**config.mk**
```make
export PLATFORM = sky130hd
export DESIGN_NAME = bcs_sequencer
export DESIGN_NICKNAME = d
export VERILOG_FILES = /design/src/rtl/bcs_pkg.sv /design/src/rtl/bcs_timebase.sv /design/src/rtl/bcs_sequencer.sv
export SDC_FILE = /design/constraint.sdc
export NUM_CORES = 2
export LEC_CHECK = 0
export BUFFER_PORTS_ARGS = -buffer_cell sky130_fd_sc_hd__buf_2
export CAP_MARGIN = 10
export CORE_UTILIZATION = 50
export CTS_CLUSTER_DIAMETER = 200
export DETAILED_ROUTE_END_ITERATION = 7
export GPL_TIMING_DRIVEN = 1
export PLACE_DENSITY = 0.67
export SLEW_MARGIN = 20
export SYNTH_ARGS = -nofsm -noshare
export SYNTH_HDL_FRONTEND = slang
export SYNTH_SLANG_ARGS = --single-unit
```
**constraint.sdc**
```tcl
create_clock -name core_clk -period 8.1 [get_ports core_clk]
set_input_delay 1.215 -clock core_clk [delete_from_list [all_inputs] [get_ports core_clk]]
set_output_delay 1.215 -clock core_clk [all_outputs]
set_load 0.005 [all_outputs]
```
**src/rtl/bcs_pkg.sv**
```systemverilog
// What this block does
// Reference equals target code times 50mV.
// Over-voltage check stays active, even during ramps.
// Over-voltage shuts channel and sets its flag in the same cycle.
// Trip offset 150-300mV, doubled above 2.5V.
// Over-voltage also disables every mapped follower channel.
// Channels held by over-voltage stay off until host re-enables.
// Any fault or warning routable to GPIO.
// Per-channel passive or forced-low shutdown style.
// Each current sample compared to limit and warning; the limit trips only in switching states.
// Limit bits [5:0] in 5mV steps, to 315mV.
// Warning sits 10, 20, 30 or 40mV below.
// Warning follows current, clears itself when below.
// Over-current stops drive, restarts after 200ms.
// Over-current restarts followers and sets fault flag.
// Start delay is bits [15:10] times 250us.
// Ramp up 50mV every bits [9:0] microseconds.
// Stop delay, then ramp down to discharge.
// Power-good high inside 20mV-step window.
// Power-good and its delay wait for soft-start.
// Rate select: oscillator [6:4], divider [2:0].
// Oscillator codes give 48MHz down to 25.6MHz.
// Divider 000 invalid; rates osc/32, /48, ...
// Warning offset codes ascend from 10mV.
// Delays count microseconds of the selected oscillator.
package bcs_pkg;
  localparam int NCH = 32'h0000_0004;
  // Core clock at 200 MHz, expressed in 100 kHz units for the oscillator model.
  localparam int CORE_CLK_MHZ = 32'h0000_00c8;
  localparam logic [11:0] CORE_100K = 12'(CORE_CLK_MHZ * 32'h0000_000a);
  localparam logic [8:0] US_TICK_STEP = 9'h00a;
  localparam logic [8:0] OSC_TOP_100K = 9'h1e0;
  localparam int DIV_STEP = 32'h0000_0010;
  localparam int MIN_RATE_100K = 32'h0000_0003;
  // Voltage scaling.
  localparam int VOLT_STEP_MV = 32'h0000_0032;
  localparam int MEAS_UNIT_MV = 32'h0000_000a;
  localparam int TARGET_CODE_SCALE = VOLT_STEP_MV / MEAS_UNIT_MV;
  localparam logic [6:0] TARGET_HIGH_CODE = 7'h32;
  localparam int OV_MIN_MV = 32'h0000_0096;
  localparam int OV_STEP_MV = 32'h0000_0032;
  localparam int PG_STEP_MV = 32'h0000_0014;
  localparam logic [6:0] DISCHARGE_CODE = 7'h00;
  // Current scaling.
  localparam int LIM_STEP_MV = 32'h0000_0005;
  localparam int WARN_MIN_MV = 32'h0000_000a;
  localparam int WARN_STEP_MV = 32'h0000_000a;
  // Timing.
  localparam int DELAY_STEP_US = 32'h0000_00fa;
  localparam int OC_RESTART_MS = 32'h0000_00c8;
  localparam int US_PER_MS = 32'h0000_03e8;
  // Register map: per-channel words at {0, ch[1:0], word[2:0], 00}.
  localparam logic [2:0] W_TARGET = 3'h0;
  localparam logic [2:0] W_CURLIM = 3'h1;
  localparam logic [2:0] W_RAMPUP = 3'h2;
  localparam logic [2:0] W_RAMPDN = 3'h3;
  localparam logic [2:0] W_PGWIN = 3'h4;
  localparam logic [2:0] W_PGDLY = 3'h5;
  localparam logic [2:0] W_CHSTAT = 3'h6;
  localparam logic [7:0] A_CHEN = 8'h80;
  localparam logic [7:0] A_FOLLOW_LO = 8'h84;
  localparam logic [7:0] A_FOLLOW_HI = 8'h88;
  localparam logic [7:0] A_SWRATE = 8'h8c;
  localparam logic [7:0] A_PROT = 8'h90;
  localparam logic [7:0] A_OCFAULT = 8'h94;
  localparam logic [7:0] A_OCWARN = 8'h98;
  localparam logic [7:0] A_ROUTE = 8'h9c;
  // Field positions.
  localparam int FLD_OVSEL = 32'h0000_0008;
  localparam int FLD_STYLE = 32'h0000_000c;
  localparam int FLD_STATE = 32'h0000_0007;
  localparam int FLD_PG = 32'h0000_000a;
  localparam int FLD_PGHI = 32'h0000_0008;
  // Values after reset.
  localparam logic [7:0] RST_CURLIM = 8'h3f;
  localparam logic [7:0] RST_SWRATE = 8'h01;
  localparam logic [15:0] RST_RAMP = 16'h0414;

  typedef enum logic [2:0] {
    CH_OFF, CH_DLYUP, CH_RAMPUP, CH_ON, CH_DLYDN, CH_RAMPDN, CH_OVHOLD, CH_OCWAIT
  } bcs_chst_t;

  // Oscillator frequency in 100 kHz units, 3.2 MHz lower per code step.
  function automatic logic [8:0] oscFreq100k(input logic [2:0] sel);
    return OSC_TOP_100K - {1'b0, sel, 5'h00};
  endfunction : oscFreq100k
endpackage : bcs_pkg

```
**src/rtl/bcs_timebase.sv**
```systemverilog
`timescale 1ns/1ps
`default_nettype none
module bcs_timebase
(
  // Clock and reset.
  input wire logic core_clk,
  input wire logic sys_rst,
  // Rate selection.
  input wire logic [2:0] oscSel,
  input wire logic [2:0] divSel,
  // Enable pulses and status.
  output logic usTick,
  output logic pwmTick,
  output logic rateValid
);
  typedef struct packed {
    logic [11:0] acc;
    logic [8:0] usAcc;
    logic [7:0] divCnt;
    logic osc;
    logic us;
    logic pwm;
    logic valid;
  } bcs_tb_state_t;

  bcs_tb_state_t s_ff, nxt_s;

  always_comb
  begin
    logic [8:0] f;
    logic [11:0] sum;
    logic [8:0] usSum;
    logic [7:0] period;
    f = bcs_pkg::oscFreq100k(oscSel);
    sum = s_ff.acc + {3'h0, f};
    usSum = s_ff.usAcc + bcs_pkg::US_TICK_STEP;
    period = {1'b0, divSel, 4'h0} + 8'h0f;
    nxt_s = s_ff;
    nxt_s.osc = 1'b0;
    nxt_s.us = 1'b0;
    nxt_s.pwm = 1'b0;
    // Oscillator edges are modelled by a phase accumulator, so ticks jitter by one core cycle.
    if (sum >= bcs_pkg::CORE_100K)
    begin
      nxt_s.acc = sum - bcs_pkg::CORE_100K;
      nxt_s.osc = 1'b1;
    end
    else
      nxt_s.acc = sum;
    if (s_ff.osc)
    begin
      if (usSum >= f)
      begin
        nxt_s.usAcc = usSum - f;
        nxt_s.us = 1'b1;
      end
      else
        nxt_s.usAcc = usSum;
      if (s_ff.divCnt >= period)
      begin
        nxt_s.divCnt = 8'h00;
        nxt_s.pwm = 1'b1;
      end
      else
        nxt_s.divCnt = s_ff.divCnt + 8'h01;
    end
    nxt_s.valid = (divSel != 3'h0) && ({3'h0, f} >= 12'(bcs_pkg::DIV_STEP *
      bcs_pkg::MIN_RATE_100K) * (12'(divSel) + 12'h001));
    if (sys_rst)
      nxt_s = '0;
  end

  always_ff @(posedge core_clk)
    s_ff <= nxt_s;

  assign usTick = s_ff.us;
  assign pwmTick = s_ff.pwm;
  assign rateValid = s_ff.valid;
endmodule : bcs_timebase
`default_nettype wire

```
**src/rtl/bcs_sequencer.sv**
```systemverilog
`timescale 1ns/1ps
`default_nettype none
module bcs_sequencer
#(
  parameter int OC_RESTART_US = bcs_pkg::OC_RESTART_MS * bcs_pkg::US_PER_MS
)
(
  // Clock and synchronous reset.
  input wire logic core_clk,
  input wire logic sys_rst,
  // Classic Wishbone slave.
  input wire logic wb_cyc_i,
  input wire logic wb_stb_i,
  input wire logic wb_we_i,
  input wire logic [7:0] wb_adr_i,
  input wire logic [3:0] wb_sel_i,
  input wire logic [31:0] wb_dat_i,
  output logic [31:0] wb_dat_o,
  output logic wb_ack_o,
  // Converter measurements on the core clock.
  input wire logic [3:0][9:0] outVoltMeas,
  input wire logic [3:0][8:0] curSenseMv,
  input wire logic [3:0] curSenseValid,
  // Power stage and indications.
  output logic [3:0][6:0] refCode,
  output logic [3:0] switchEn,
  output logic [3:0] lowGateForce,
  output logic [3:0] powerGood,
  output logic switchTick,
  output logic gpioIndicator
);
  typedef struct packed {
    logic ack;
    logic [31:0] rdat;
    logic [3:0] chEn;
    logic [15:0] follow;
    logic [7:0] swRate;
    logic [12:0] route;
    logic [3:0] ovFlag;
    logic [3:0] ocFlag;
    logic [3:0] ocWarn;
    logic [3:0][6:0] target;
    logic [3:0][1:0] ovSel;
    logic [3:0] ovStyle;
    logic [3:0][7:0] curLim;
    logic [3:0][15:0] rampUp;
    logic [3:0][15:0] rampDn;
    logic [3:0][7:0] pgLo;
    logic [3:0][7:0] pgHi;
    logic [3:0][5:0] pgDly;
    bcs_pkg::bcs_chst_t [3:0] st;
    logic [3:0][6:0] refLvl;
    logic [3:0][17:0] tmr;
    logic [3:0] pg;
    logic gpio;
  } bcs_state_t;

  bcs_state_t s_ff, nxt_s;
  logic usTick, pwmTick, rateValid;
  logic [3:0] ovTrip, ocTrip, ovLead, ocLead, reEn, warnNow;

  bcs_timebase u_timebase (
    .core_clk(core_clk),
    .sys_rst(sys_rst),
    .oscSel(s_ff.swRate[6:4]),
    .divSel(s_ff.swRate[2:0]),
    .usTick(usTick),
    .pwmTick(pwmTick),
    .rateValid(rateValid)
  );

  function automatic logic [31:0] mergeBytes(input logic [31:0] old, input logic [31:0] din,
    input logic [3:0] sel);
    logic [31:0] r;
    r = old;
    for (int b = 0; b < 4; b++)
      if (sel[b])
        r[8*b +: 8] = din[8*b +: 8];
    return r;
  endfunction : mergeBytes

  function automatic logic [17:0] stepTime(input logic [5:0] steps);
    return 18'(steps) * 18'(bcs_pkg::DELAY_STEP_US);
  endfunction : stepTime

  // A zero step period would stall the ramp, so it runs as one microsecond.
  function automatic logic [17:0] rampPeriod(input logic [9:0] n);
    return (n == 10'h000) ? 18'h00001 : 18'(n);
  endfunction : rampPeriod

  function automatic logic isSwitching(input bcs_pkg::bcs_chst_t st);
    return st == bcs_pkg::CH_RAMPUP || st == bcs_pkg::CH_ON ||
      st == bcs_pkg::CH_DLYDN || st == bcs_pkg::CH_RAMPDN;
  endfunction : isSwitching

  // Trip level in 10mV units: nominal plus the selected offset, doubled on high targets.
  function automatic logic [10:0] ovLimit(input logic [6:0] tgt, input logic [1:0] sel);
    logic [10:0] off;
    off = 11'(bcs_pkg::OV_MIN_MV / bcs_pkg::MEAS_UNIT_MV) +
      11'(sel) * 11'(bcs_pkg::OV_STEP_MV / bcs_pkg::MEAS_UNIT_MV);
    if (tgt > bcs_pkg::TARGET_HIGH_CODE)
      off = off << 1;
    return 11'(tgt) * 11'(bcs_pkg::TARGET_CODE_SCALE) + off;
  endfunction : ovLimit

  always_comb
  begin
    logic wr;
    logic [1:0] ch;
    logic [31:0] rd;
    logic [31:0] wv;
    logic [3:0] ovClr, ocClr;
    logic [8:0] limMv, warnOff, warnThr;
    logic inWin;
    nxt_s = s_ff;
    wr = 1'b0;
    ch = wb_adr_i[6:5];
    rd = 32'h0000_0000;
    wv = 32'h0000_0000;
    ovClr = 4'h0;
    ocClr = 4'h0;
    limMv = 9'h000;
    warnOff = 9'h000;
    warnThr = 9'h000;
    inWin = 1'b0;
    ovTrip = 4'h0;
    ocTrip = 4'h0;
    ovLead = 4'h0;
    ocLead = 4'h0;
    reEn = 4'h0;
    warnNow = 4'h0;

    // The answer comes one cycle after the request and drops the cycle after.
    nxt_s.ack = wb_cyc_i && wb_stb_i && !s_ff.ack;
    wr = nxt_s.ack && wb_we_i;
    if (!wb_adr_i[7])
    begin
      unique case (wb_adr_i[4:2])
        bcs_pkg::W_TARGET:
        begin
          rd[6:0] = s_ff.target[ch];
          rd[bcs_pkg::FLD_OVSEL +: 2] = s_ff.ovSel[ch];
          rd[bcs_pkg::FLD_STYLE] = s_ff.ovStyle[ch];
        end
        bcs_pkg::W_CURLIM: rd[7:0] = s_ff.curLim[ch];
        bcs_pkg::W_RAMPUP: rd[15:0] = s_ff.rampUp[ch];
        bcs_pkg::W_RAMPDN: rd[15:0] = s_ff.rampDn[ch];
        bcs_pkg::W_PGWIN: rd[15:0] = {s_ff.pgHi[ch], s_ff.pgLo[ch]};
        bcs_pkg::W_PGDLY: rd[5:0] = s_ff.pgDly[ch];
        bcs_pkg::W_CHSTAT:
        begin
          rd[6:0] = s_ff.refLvl[ch];
          rd[bcs_pkg::FLD_STATE +: 3] = s_ff.st[ch];
          rd[bcs_pkg::FLD_PG] = s_ff.pg[ch];
        end
        default: rd = 32'h0000_0000;
      endcase
    end
    else
    begin
      unique case (wb_adr_i)
        bcs_pkg::A_CHEN: rd[3:0] = s_ff.chEn;
        bcs_pkg::A_FOLLOW_LO: rd[7:0] = s_ff.follow[7:0];
        bcs_pkg::A_FOLLOW_HI: rd[7:0] = s_ff.follow[15:8];
        bcs_pkg::A_SWRATE: rd[7:0] = s_ff.swRate;
        bcs_pkg::A_PROT: rd[3:0] = s_ff.ovFlag;
        bcs_pkg::A_OCFAULT: rd[3:0] = s_ff.ocFlag;
        bcs_pkg::A_OCWARN: rd[3:0] = s_ff.ocWarn;
        bcs_pkg::A_ROUTE: rd[12:0] = s_ff.route;
        default: rd = 32'h0000_0000;
      endcase
    end
    if (nxt_s.ack)
      nxt_s.rdat = rd;
    wv = mergeBytes(rd, wb_dat_i, wb_sel_i);

    if (wr && !wb_adr_i[7])
    begin
      unique case (wb_adr_i[4:2])
        bcs_pkg::W_TARGET:
        begin
          nxt_s.target[ch] = wv[6:0];
          nxt_s.ovSel[ch] = wv[bcs_pkg::FLD_OVSEL +: 2];
          nxt_s.ovStyle[ch] = wv[bcs_pkg::FLD_STYLE];
        end
        bcs_pkg::W_CURLIM: nxt_s.curLim[ch] = wv[7:0];
        bcs_pkg::W_RAMPUP: nxt_s.rampUp[ch] = wv[15:0];
        bcs_pkg::W_RAMPDN: nxt_s.rampDn[ch] = wv[15:0];
        bcs_pkg::W_PGWIN:
        begin
          nxt_s.pgLo[ch] = wv[7:0];
          nxt_s.pgHi[ch] = wv[bcs_pkg::FLD_PGHI +: 8];
        end
        bcs_pkg::W_PGDLY: nxt_s.pgDly[ch] = wv[5:0];
        default: nxt_s.target[ch] = s_ff.target[ch];
      endcase
    end
    else if (wr)
    begin
      unique case (wb_adr_i)
        bcs_pkg::A_CHEN:
        begin
          nxt_s.chEn = wv[3:0];
          reEn = wb_sel_i[0] ? wb_dat_i[3:0] : 4'h0;
        end
        bcs_pkg::A_FOLLOW_LO: nxt_s.follow[7:0] = wv[7:0];
        bcs_pkg::A_FOLLOW_HI: nxt_s.follow[15:8] = wv[7:0];
        bcs_pkg::A_SWRATE: nxt_s.swRate = wv[7:0];
        bcs_pkg::A_PROT: ovClr = wb_sel_i[0] ? wb_dat_i[3:0] : 4'h0;
        bcs_pkg::A_OCFAULT: ocClr = wb_sel_i[0] ? wb_dat_i[3:0] : 4'h0;
        bcs_pkg::A_ROUTE: nxt_s.route = wv[12:0];
        default: nxt_s.route = s_ff.route;
      endcase
    end

    // Detection: over-voltage is watched in every state but the latched one.
    for (int c = 0; c < 4; c++)
    begin
      ovTrip[c] = ({1'b0, outVoltMeas[c]} > ovLimit(s_ff.target[c], s_ff.ovSel[c])) &&
        s_ff.st[c] != bcs_pkg::CH_OVHOLD;
      limMv = 9'(s_ff.curLim[c][5:0]) * 9'(bcs_pkg::LIM_STEP_MV);
      warnOff = 9'(bcs_pkg::WARN_MIN_MV) +
        9'(s_ff.curLim[c][7:6]) * 9'(bcs_pkg::WARN_STEP_MV);
      warnThr = (limMv > warnOff) ? limMv - warnOff : 9'h000;
      warnNow[c] = curSenseMv[c] >= warnThr;
      ocTrip[c] = curSenseValid[c] && isSwitching(s_ff.st[c]) &&
        curSenseMv[c] >= limMv;
      if (curSenseValid[c])
        nxt_s.ocWarn[c] = warnNow[c];
    end
    for (int c = 0; c < 4; c++)
      for (int f = 0; f < 4; f++)
        if (f != c && s_ff.follow[4*f + c])
        begin
          ovLead[c] = ovLead[c] | ovTrip[f];
          ocLead[c] = ocLead[c] | ocTrip[f];
        end

    // A new event outranks a clear written in the same cycle.
    nxt_s.ovFlag = (s_ff.ovFlag & ~ovClr) | ovTrip;
    nxt_s.ocFlag = (s_ff.ocFlag & ~ocClr) | ocTrip;

    for (int c = 0; c < 4; c++)
    begin
      inWin = {1'b0, outVoltMeas[c]} >= 11'(s_ff.pgLo[c]) * 11'(bcs_pkg::PG_STEP_MV /
        bcs_pkg::MEAS_UNIT_MV) && {1'b0, outVoltMeas[c]} <= 11'(s_ff.pgHi[c]) *
        11'(bcs_pkg::PG_STEP_MV / bcs_pkg::MEAS_UNIT_MV);
      if (ovTrip[c] || ovLead[c])
      begin
        nxt_s.st[c] = bcs_pkg::CH_OVHOLD;
        nxt_s.refLvl[c] = 7'h00;
        nxt_s.tmr[c] = 18'h00000;
        nxt_s.pg[c] = 1'b0;
      end
      else if (ocTrip[c] || (ocLead[c] && isSwitching(s_ff.st[c])))
      begin
        nxt_s.st[c] = bcs_pkg::CH_OCWAIT;
        nxt_s.refLvl[c] = 7'h00;
        nxt_s.tmr[c] = 18'h00000;
        nxt_s.pg[c] = 1'b0;
      end
      else
      begin
        unique case (s_ff.st[c])
          bcs_pkg::CH_OFF:
            if (s_ff.chEn[c])
            begin
              nxt_s.st[c] = bcs_pkg::CH_DLYUP;
              nxt_s.tmr[c] = 18'h00000;
              nxt_s.refLvl[c] = 7'h00;
            end
          bcs_pkg::CH_DLYUP:
            if (!s_ff.chEn[c])
              nxt_s.st[c] = bcs_pkg::CH_OFF;
            else if (s_ff.tmr[c] >= stepTime(s_ff.rampUp[c][15:10]))
            begin
              nxt_s.st[c] = bcs_pkg::CH_RAMPUP;
              nxt_s.tmr[c] = 18'h00000;
            end
            else if (usTick)
              nxt_s.tmr[c] = s_ff.tmr[c] + 18'h00001;
          bcs_pkg::CH_RAMPUP:
            if (!s_ff.chEn[c])
            begin
              nxt_s.st[c] = bcs_pkg::CH_DLYDN;
              nxt_s.tmr[c] = 18'h00000;
            end
            else if (s_ff.refLvl[c] >= s_ff.target[c])
            begin
              nxt_s.st[c] = bcs_pkg::CH_ON;
              nxt_s.tmr[c] = 18'h00000;
            end
            else if (usTick)
            begin
              if (s_ff.tmr[c] + 18'h00001 >= rampPeriod(s_ff.rampUp[c][9:0]))
              begin
                nxt_s.refLvl[c] = s_ff.refLvl[c] + 7'h01;
                nxt_s.tmr[c] = 18'h00000;
              end
              else
                nxt_s.tmr[c] = s_ff.tmr[c] + 18'h00001;
            end
          bcs_pkg::CH_ON:
          begin
            nxt_s.refLvl[c] = s_ff.target[c];
            if (!s_ff.chEn[c])
            begin
              nxt_s.st[c] = bcs_pkg::CH_DLYDN;
              nxt_s.tmr[c] = 18'h00000;
              nxt_s.pg[c] = 1'b0;
            end
            else if (inWin)
            begin
              if (s_ff.tmr[c] >= stepTime(s_ff.pgDly[c]))
                nxt_s.pg[c] = 1'b1;
              else if (usTick)
                nxt_s.tmr[c] = s_ff.tmr[c] + 18'h00001;
            end
            else
            begin
              nxt_s.pg[c] = 1'b0;
              nxt_s.tmr[c] = 18'h00000;
            end
          end
          bcs_pkg::CH_DLYDN:
            if (s_ff.chEn[c])
              nxt_s.st[c] = bcs_pkg::CH_RAMPUP;
            else if (s_ff.tmr[c] >= stepTime(s_ff.rampDn[c][15:10]))
            begin
              nxt_s.st[c] = bcs_pkg::CH_RAMPDN;
              nxt_s.tmr[c] = 18'h00000;
            end
            else if (usTick)
              nxt_s.tmr[c] = s_ff.tmr[c] + 18'h00001;
          bcs_pkg::CH_RAMPDN:
            if (s_ff.chEn[c])
              nxt_s.st[c] = bcs_pkg::CH_RAMPUP;
            else if (s_ff.refLvl[c] <= bcs_pkg::DISCHARGE_CODE)
              nxt_s.st[c] = bcs_pkg::CH_OFF;
            else if (usTick)
            begin
              if (s_ff.tmr[c] + 18'h00001 >= rampPeriod(s_ff.rampDn[c][9:0]))
              begin
                nxt_s.refLvl[c] = s_ff.refLvl[c] - 7'h01;
                nxt_s.tmr[c] = 18'h00000;
              end
              else
                nxt_s.tmr[c] = s_ff.tmr[c] + 18'h00001;
            end
          bcs_pkg::CH_OVHOLD:
            if (reEn[c])
            begin
              nxt_s.st[c] = bcs_pkg::CH_DLYUP;
              nxt_s.tmr[c] = 18'h00000;
            end
          bcs_pkg::CH_OCWAIT:
            if (s_ff.tmr[c] >= 18'(OC_RESTART_US))
            begin
              nxt_s.st[c] = s_ff.chEn[c] ? bcs_pkg::CH_DLYUP : bcs_pkg::CH_OFF;
              nxt_s.tmr[c] = 18'h00000;
            end
            else if (usTick)
              nxt_s.tmr[c] = s_ff.tmr[c] + 18'h00001;
        endcase
      end
    end

    nxt_s.gpio = |(s_ff.route & {!rateValid, s_ff.ocWarn, s_ff.ocFlag, s_ff.ovFlag});

    if (sys_rst)
    begin
      nxt_s = '0;
      nxt_s.curLim = {4{bcs_pkg::RST_CURLIM}};
      nxt_s.rampUp = {4{bcs_pkg::RST_RAMP}};
      nxt_s.rampDn = {4{bcs_pkg::RST_RAMP}};
      nxt_s.swRate = bcs_pkg::RST_SWRATE;
    end
  end

  always_ff @(posedge core_clk)
    s_ff <= nxt_s;

  assign wb_ack_o = s_ff.ack;
  assign wb_dat_o = s_ff.rdat;
  assign refCode = s_ff.refLvl;
  assign powerGood = s_ff.pg;
  assign gpioIndicator = s_ff.gpio;
  assign switchTick = pwmTick && rateValid;

  // Forced low keeps the low-side gate on until a host re-enable clears the hold.
  genvar g;
  generate
    for (g = 0; g < 4; g++)
    begin : g_drive
      assign switchEn[g] = isSwitching(s_ff.st[g]) && rateValid;
      assign lowGateForce[g] = s_ff.st[g] == bcs_pkg::CH_OVHOLD && s_ff.ovStyle[g];
    end
  endgenerate

  a_wb_ack_once: assert property (@(posedge core_clk) disable iff (sys_rst)
    wb_cyc_i && wb_stb_i && !wb_ack_o |=> wb_ack_o ##1 !wb_ack_o)
    else $error("Wishbone answer not a single pulse one cycle after request.");
  a_ov_shutdown: assert property (@(posedge core_clk) disable iff (sys_rst)
    ovTrip[0] |=> s_ff.st[0] == bcs_pkg::CH_OVHOLD && !switchEn[0] && s_ff.ovFlag[0])
    else $error("Over-voltage did not shut channel 0 and flag it.");
  a_ov_follower: assert property (@(posedge core_clk) disable iff (sys_rst)
    ovTrip[0] && s_ff.follow[1] |=> s_ff.st[1] == bcs_pkg::CH_OVHOLD)
    else $error("Follower channel 1 not disabled with its leader.");
  a_ov_hold_latch: assert property (@(posedge core_clk) disable iff (sys_rst)
    s_ff.st[0] == bcs_pkg::CH_OVHOLD && !reEn[0] |=> s_ff.st[0] == bcs_pkg::CH_OVHOLD)
    else $error("Channel 0 left over-voltage hold without host re-enable.");
  a_forced_low: assert property (@(posedge core_clk) disable iff (sys_rst)
    lowGateForce[0] |-> s_ff.ovStyle[0] && s_ff.st[0] == bcs_pkg::CH_OVHOLD && !switchEn[0])
    else $error("Low-side gate forced outside a forced over-voltage hold.");
  a_warn_clear: assert property (@(posedge core_clk) disable iff (sys_rst)
    curSenseValid[0] |=> s_ff.ocWarn[0] == $past(warnNow[0]))
    else $error("Over-current warning does not follow the sample.");
  a_oc_restart: assert property (@(posedge core_clk) disable iff (sys_rst)
    ocTrip[0] && !ovTrip[0] && !ovLead[0] |=> !switchEn[0] && s_ff.ocFlag[0] &&
    s_ff.st[0] == bcs_pkg::CH_OCWAIT)
    else $error("Over-current did not stop channel 0 and start the restart wait.");
  a_ramp_hold: assert property (@(posedge core_clk) disable iff (sys_rst)
    s_ff.st[0] == bcs_pkg::CH_RAMPUP && !usTick && !ovTrip[0] && !ocTrip[0] && !ovLead[0] &&
    !ocLead[0] |=> $stable(refCode[0]))
    else $error("Reference moved between microsecond ticks.");
  a_pg_after_ss: assert property (@(posedge core_clk) disable iff (sys_rst)
    powerGood[0] |-> s_ff.st[0] == bcs_pkg::CH_ON && $past(s_ff.st[0]) == bcs_pkg::CH_ON)
    else $error("Power-good asserted before soft-start finished.");
endmodule : bcs_sequencer
`default_nettype wire

```
==> impl_metrics.tcl <==
set metrics [dict create \
    status "finished, final reports clean" \
    final_util_pct 54.3 \
    grt_use_total_pct 33.3 \
    p_sw_share_pct 31.0 \
    clk_path_buf_depth 3 \
    dp_hpwl_mm 144 \
    syn_avg_cell_area_um2 8.34 \
    use_met2_pct 48.1 \
    wl_per_cell_um 23.3 \
    power_density_nw_per_um2 122 \
    path_max_fanout 19 \
    drt_iter0_drc 5401 \
    use_met1_pct 45.1 \
    antenna_found_initial 16 \
    final_area_um2 56200 \
    grt.overflow.total 0 \
    max_freq_mhz 144 \
    vias 47200 \
    finalSetupViolations 0 \
    worstMarginPinSlew_ps 1300 \
    fillers 9685 \
    layout.nets 7516 \
    holdCritPathClass "register to register" \
    place.gp.congestion 1.12 \
    synthArstFlopShare_pct 0 \
    maxCapViolations 0 \
    die_area_um2 106000 \
    design.core.area_um2 103000 \
    synthesis.instances 6263 \
    io_buffer_count 169 \
    areaGrowthSynthToFinish_pct 7.61 \
    seqCellArea_um2 10100 \
    grt_pass1_wl_mm 271 \
    relSlewSlack_pct 12.7 \
    worst_slack_ps 1170 \
    power.total_mw 6.87 \
    yosysUniqueCellTypes 92 \
    hold_viol 0 \
    synth_ff_type "dfxtp_1" \
    start_util_pct 50.5 \
    grt.busiest_layer "met2" \
    ys_seq_elements 503 \
    std_cell_rows 118 \
    drive_gt1_share_pct 7.93 \
    cts_tree "done" \
    p_sw_mw 2.13 \
    cts_made_buffers 57 \
    crit_path_end_kind "register" \
    grt_max_degree 98 \
    required_ps 8690 \
    final_antenna_net_count 0 \
    chipHeight_um 325 \
    detail_route.vias_per_cell 6.11 \
    intPower_mw 4.74 \
    slew_violations 0 \
    whs_path_depth 2 \
    leakage_nw 25.7 \
    multiInputGateArea_um2 37900 \
    yosys_warnings 0 \
    wl_mm 180 \
    fin_crit_ps 6930 \
    clk_latency_ps 660 \
    drtPass1Iterations 7 \
    grt_pass1_vias 44200 \
    skew_ps 19.5 \
    dpl.cell_count 7603 \
    fin_cells 7720 \
    criticalPathCategory "register to register" \
    grt.met3_usage_pct 8.65 \
    setup-tns-final_ps 0 \
    clkTransAtPathRegs_ps 60 \
    cts_resized 0 \
    p_comb_share_pct 18.4 \
    cp.arrival_ps 7520 \
    synth_edf_count 0 \
    root_buffer "clkbuf_16" \
    dp_slack_ps 1290 \
    cts_hold_buf 0 \
    chipWidth_um 325 \
    reg2regPathDepth 22 \
    grt_setup_unrepaired "false" \
    hold_slack_ps 455 \
    start_kind "register" \
    p_clk_share_pct 43.1 \
    min_period_over_period_pct 85.6 \
    power_frac_seq_pct 38.5 \
    ys_seq_area_share_pct 19.3 \
    cts_sinks 503 \
    post_cts_buffers 0 \
    syn_area_um2 52300 \
    drc 0 \
    placed_area_um2 54100 \
    ir_drop_v 0.000160 \
    pin_count 204 \
    htreeDepth 2 \
]
worst paths after layout:
check,slack [ps],startpoint,to
setup reg to reg,1170,s_ff[378],s_ff[59]
hold reg to reg,450,wb_dat_o[14],wb_dat_o[14]
hold / removal,450,wb_dat_o[14],wb_dat_o[14]
setup / recovery,1170,s_ff[378],s_ff[59]
final cells by class:
cell class	count	share of cell area (%)
well taps	1380	3.07
inverters	820	5.47
diodes	8	0.0356
clock buffers	77	2.96
flip-flops and latches	503	17.9
repair buffers	235	2.45
multi-input cells	4666	67.3
clock inverters	31	0.792
synthesized netlist by cell type (all sizes together) (14+ instances only):
cell | count | area share [%]
ha | 913 | 22
inv | 818 | 5.9
a21oi | 522 | 5.0
dfxtp | 503 | 19
nor2 | 495 | 3.6
nand2 | 482 | 3.5
o21ai | 246 | 2.4
fa | 191 | 7.3
clkbuf | 173 | 1.2
xnor2 | 167 | 2.8
a21o | 124 | 1.8
a211oi | 122 | 1.8
nand3 | 119 | 1.1
buf | 116 | 1.5
mux2i | 107 | 2.0
nor3 | 99 | 0.99
mux4 | 91 | 3.9
nand2b | 78 | 0.93
o21bai | 71 | 1.0
xor2 | 67 | 1.1
nand4 | 64 | 0.77
nor2b | 61 | 0.73
o211ai | 51 | 0.73
nor4 | 42 | 0.54
a31oi | 38 | 0.47
and2 | 37 | 0.44
a22oi | 30 | 0.43
o21a | 30 | 0.43
and3 | 26 | 0.31
a211o | 24 | 0.40
a22o | 24 | 0.40
or3 | 23 | 0.28
or4 | 23 | 0.34
a221oi | 21 | 0.35
o31ai | 21 | 0.30
o2111ai | 20 | 0.34
mux2 | 18 | 0.39
a2111oi | 17 | 0.32
or2 | 17 | 0.20
and4 | 16 | 0.27
nand4b | 14 | 0.23
kinds of logic (layout without fill, tap and decap cells):
kind of cell               Yosys count  after routing  share of synthesized area [%]
DFF                                503            503                           19.3
AOI/OAI and AO/OA                 1474           1474                           18.1
and+or+nand+nor                   1622           1622                           14.6
adders and majority gates         1104           1104                           29.2
muxes                              216            216                           6.36
other                                1             24                        0.00718
buffers and inverters             1109           1163                           8.60
xor gates and xnor gates           234            234                           3.92
routing by layer:
layer / wire length (µm) / share of wire (%)
met1: 73300 / 41
met2: 72500 / 40
met5: 130 / 0.072
met3: 22700 / 13
met4: 11500 / 6.4
layout by cell type, fill, tap and decap left out, types with 59 or more instances in the layout:
| master | count |
|---|---|
| a211oi_1 | 121 |
| a21o_1 | 124 |
| a21oi_1 | 520 |
| buf_2 | 166 |
| buf_4 | 67 |
| clkbuf_16 | 59 |
| dfxtp_1 | 503 |
| fa_1 | 191 |
| ha_1 | 913 |
| inv_1 | 816 |
| mux2i_1 | 99 |
| mux4_2 | 91 |
| nand2_1 | 482 |
| nand2b_1 | 78 |
| nand3_1 | 119 |
| nand4_1 | 64 |
| nor2_1 | 494 |
| nor2b_1 | 61 |
| nor3_1 | 94 |
| o21ai_0 | 242 |
| o21bai_1 | 71 |
| xnor2_1 | 167 |
| xor2_1 | 67 |
registers in the layout, indices dropped and copies added (netlist names):
signal / count
s_ff: 425
refCode: 28
u_timebase.s_ff: 25
wb_dat_o: 16
powerGood: 4
gpioIndicator: 1
u_timebase.pwmTick: 1
u_timebase.rateValid: 1
u_timebase.usTick: 1
wb_ack_o: 1
worst max-delay path, cell delays in order (launching register included):
cell      delay (ps)
dfxtp_1          620
a211oi_1         150
o31ai_1          210
buf_4            200
mux2_2           350
fa_1             490
inv_1             50
ha_1             290
inv_1            110
o21bai_1          90
a21oi_1          220
o21bai_1          80
a21oi_1          180
xor2_1           190
ha_1             280
a21o_1           200
a211oi_1         580
nor3_1           130
o21ai_0          380
and4_1           340
or4b_2           900
nor2_1           550
mux2_2           250
power by group through the flow:
stage | logic, mW | registers (mW) | clock network, mW
global placement | 1.20 | 2.69 | 0
finish | 1.26 | 2.65 | 2.96
CTS | 1.23 | 2.64 | 2.96
global route | 1.37 | 2.65 | 3.06
floorplan | 0.877 | 2.62 | 0
detailed placement | 1.22 | 2.69 | 0
Note: power is estimated with default switching activity, not from simulation.
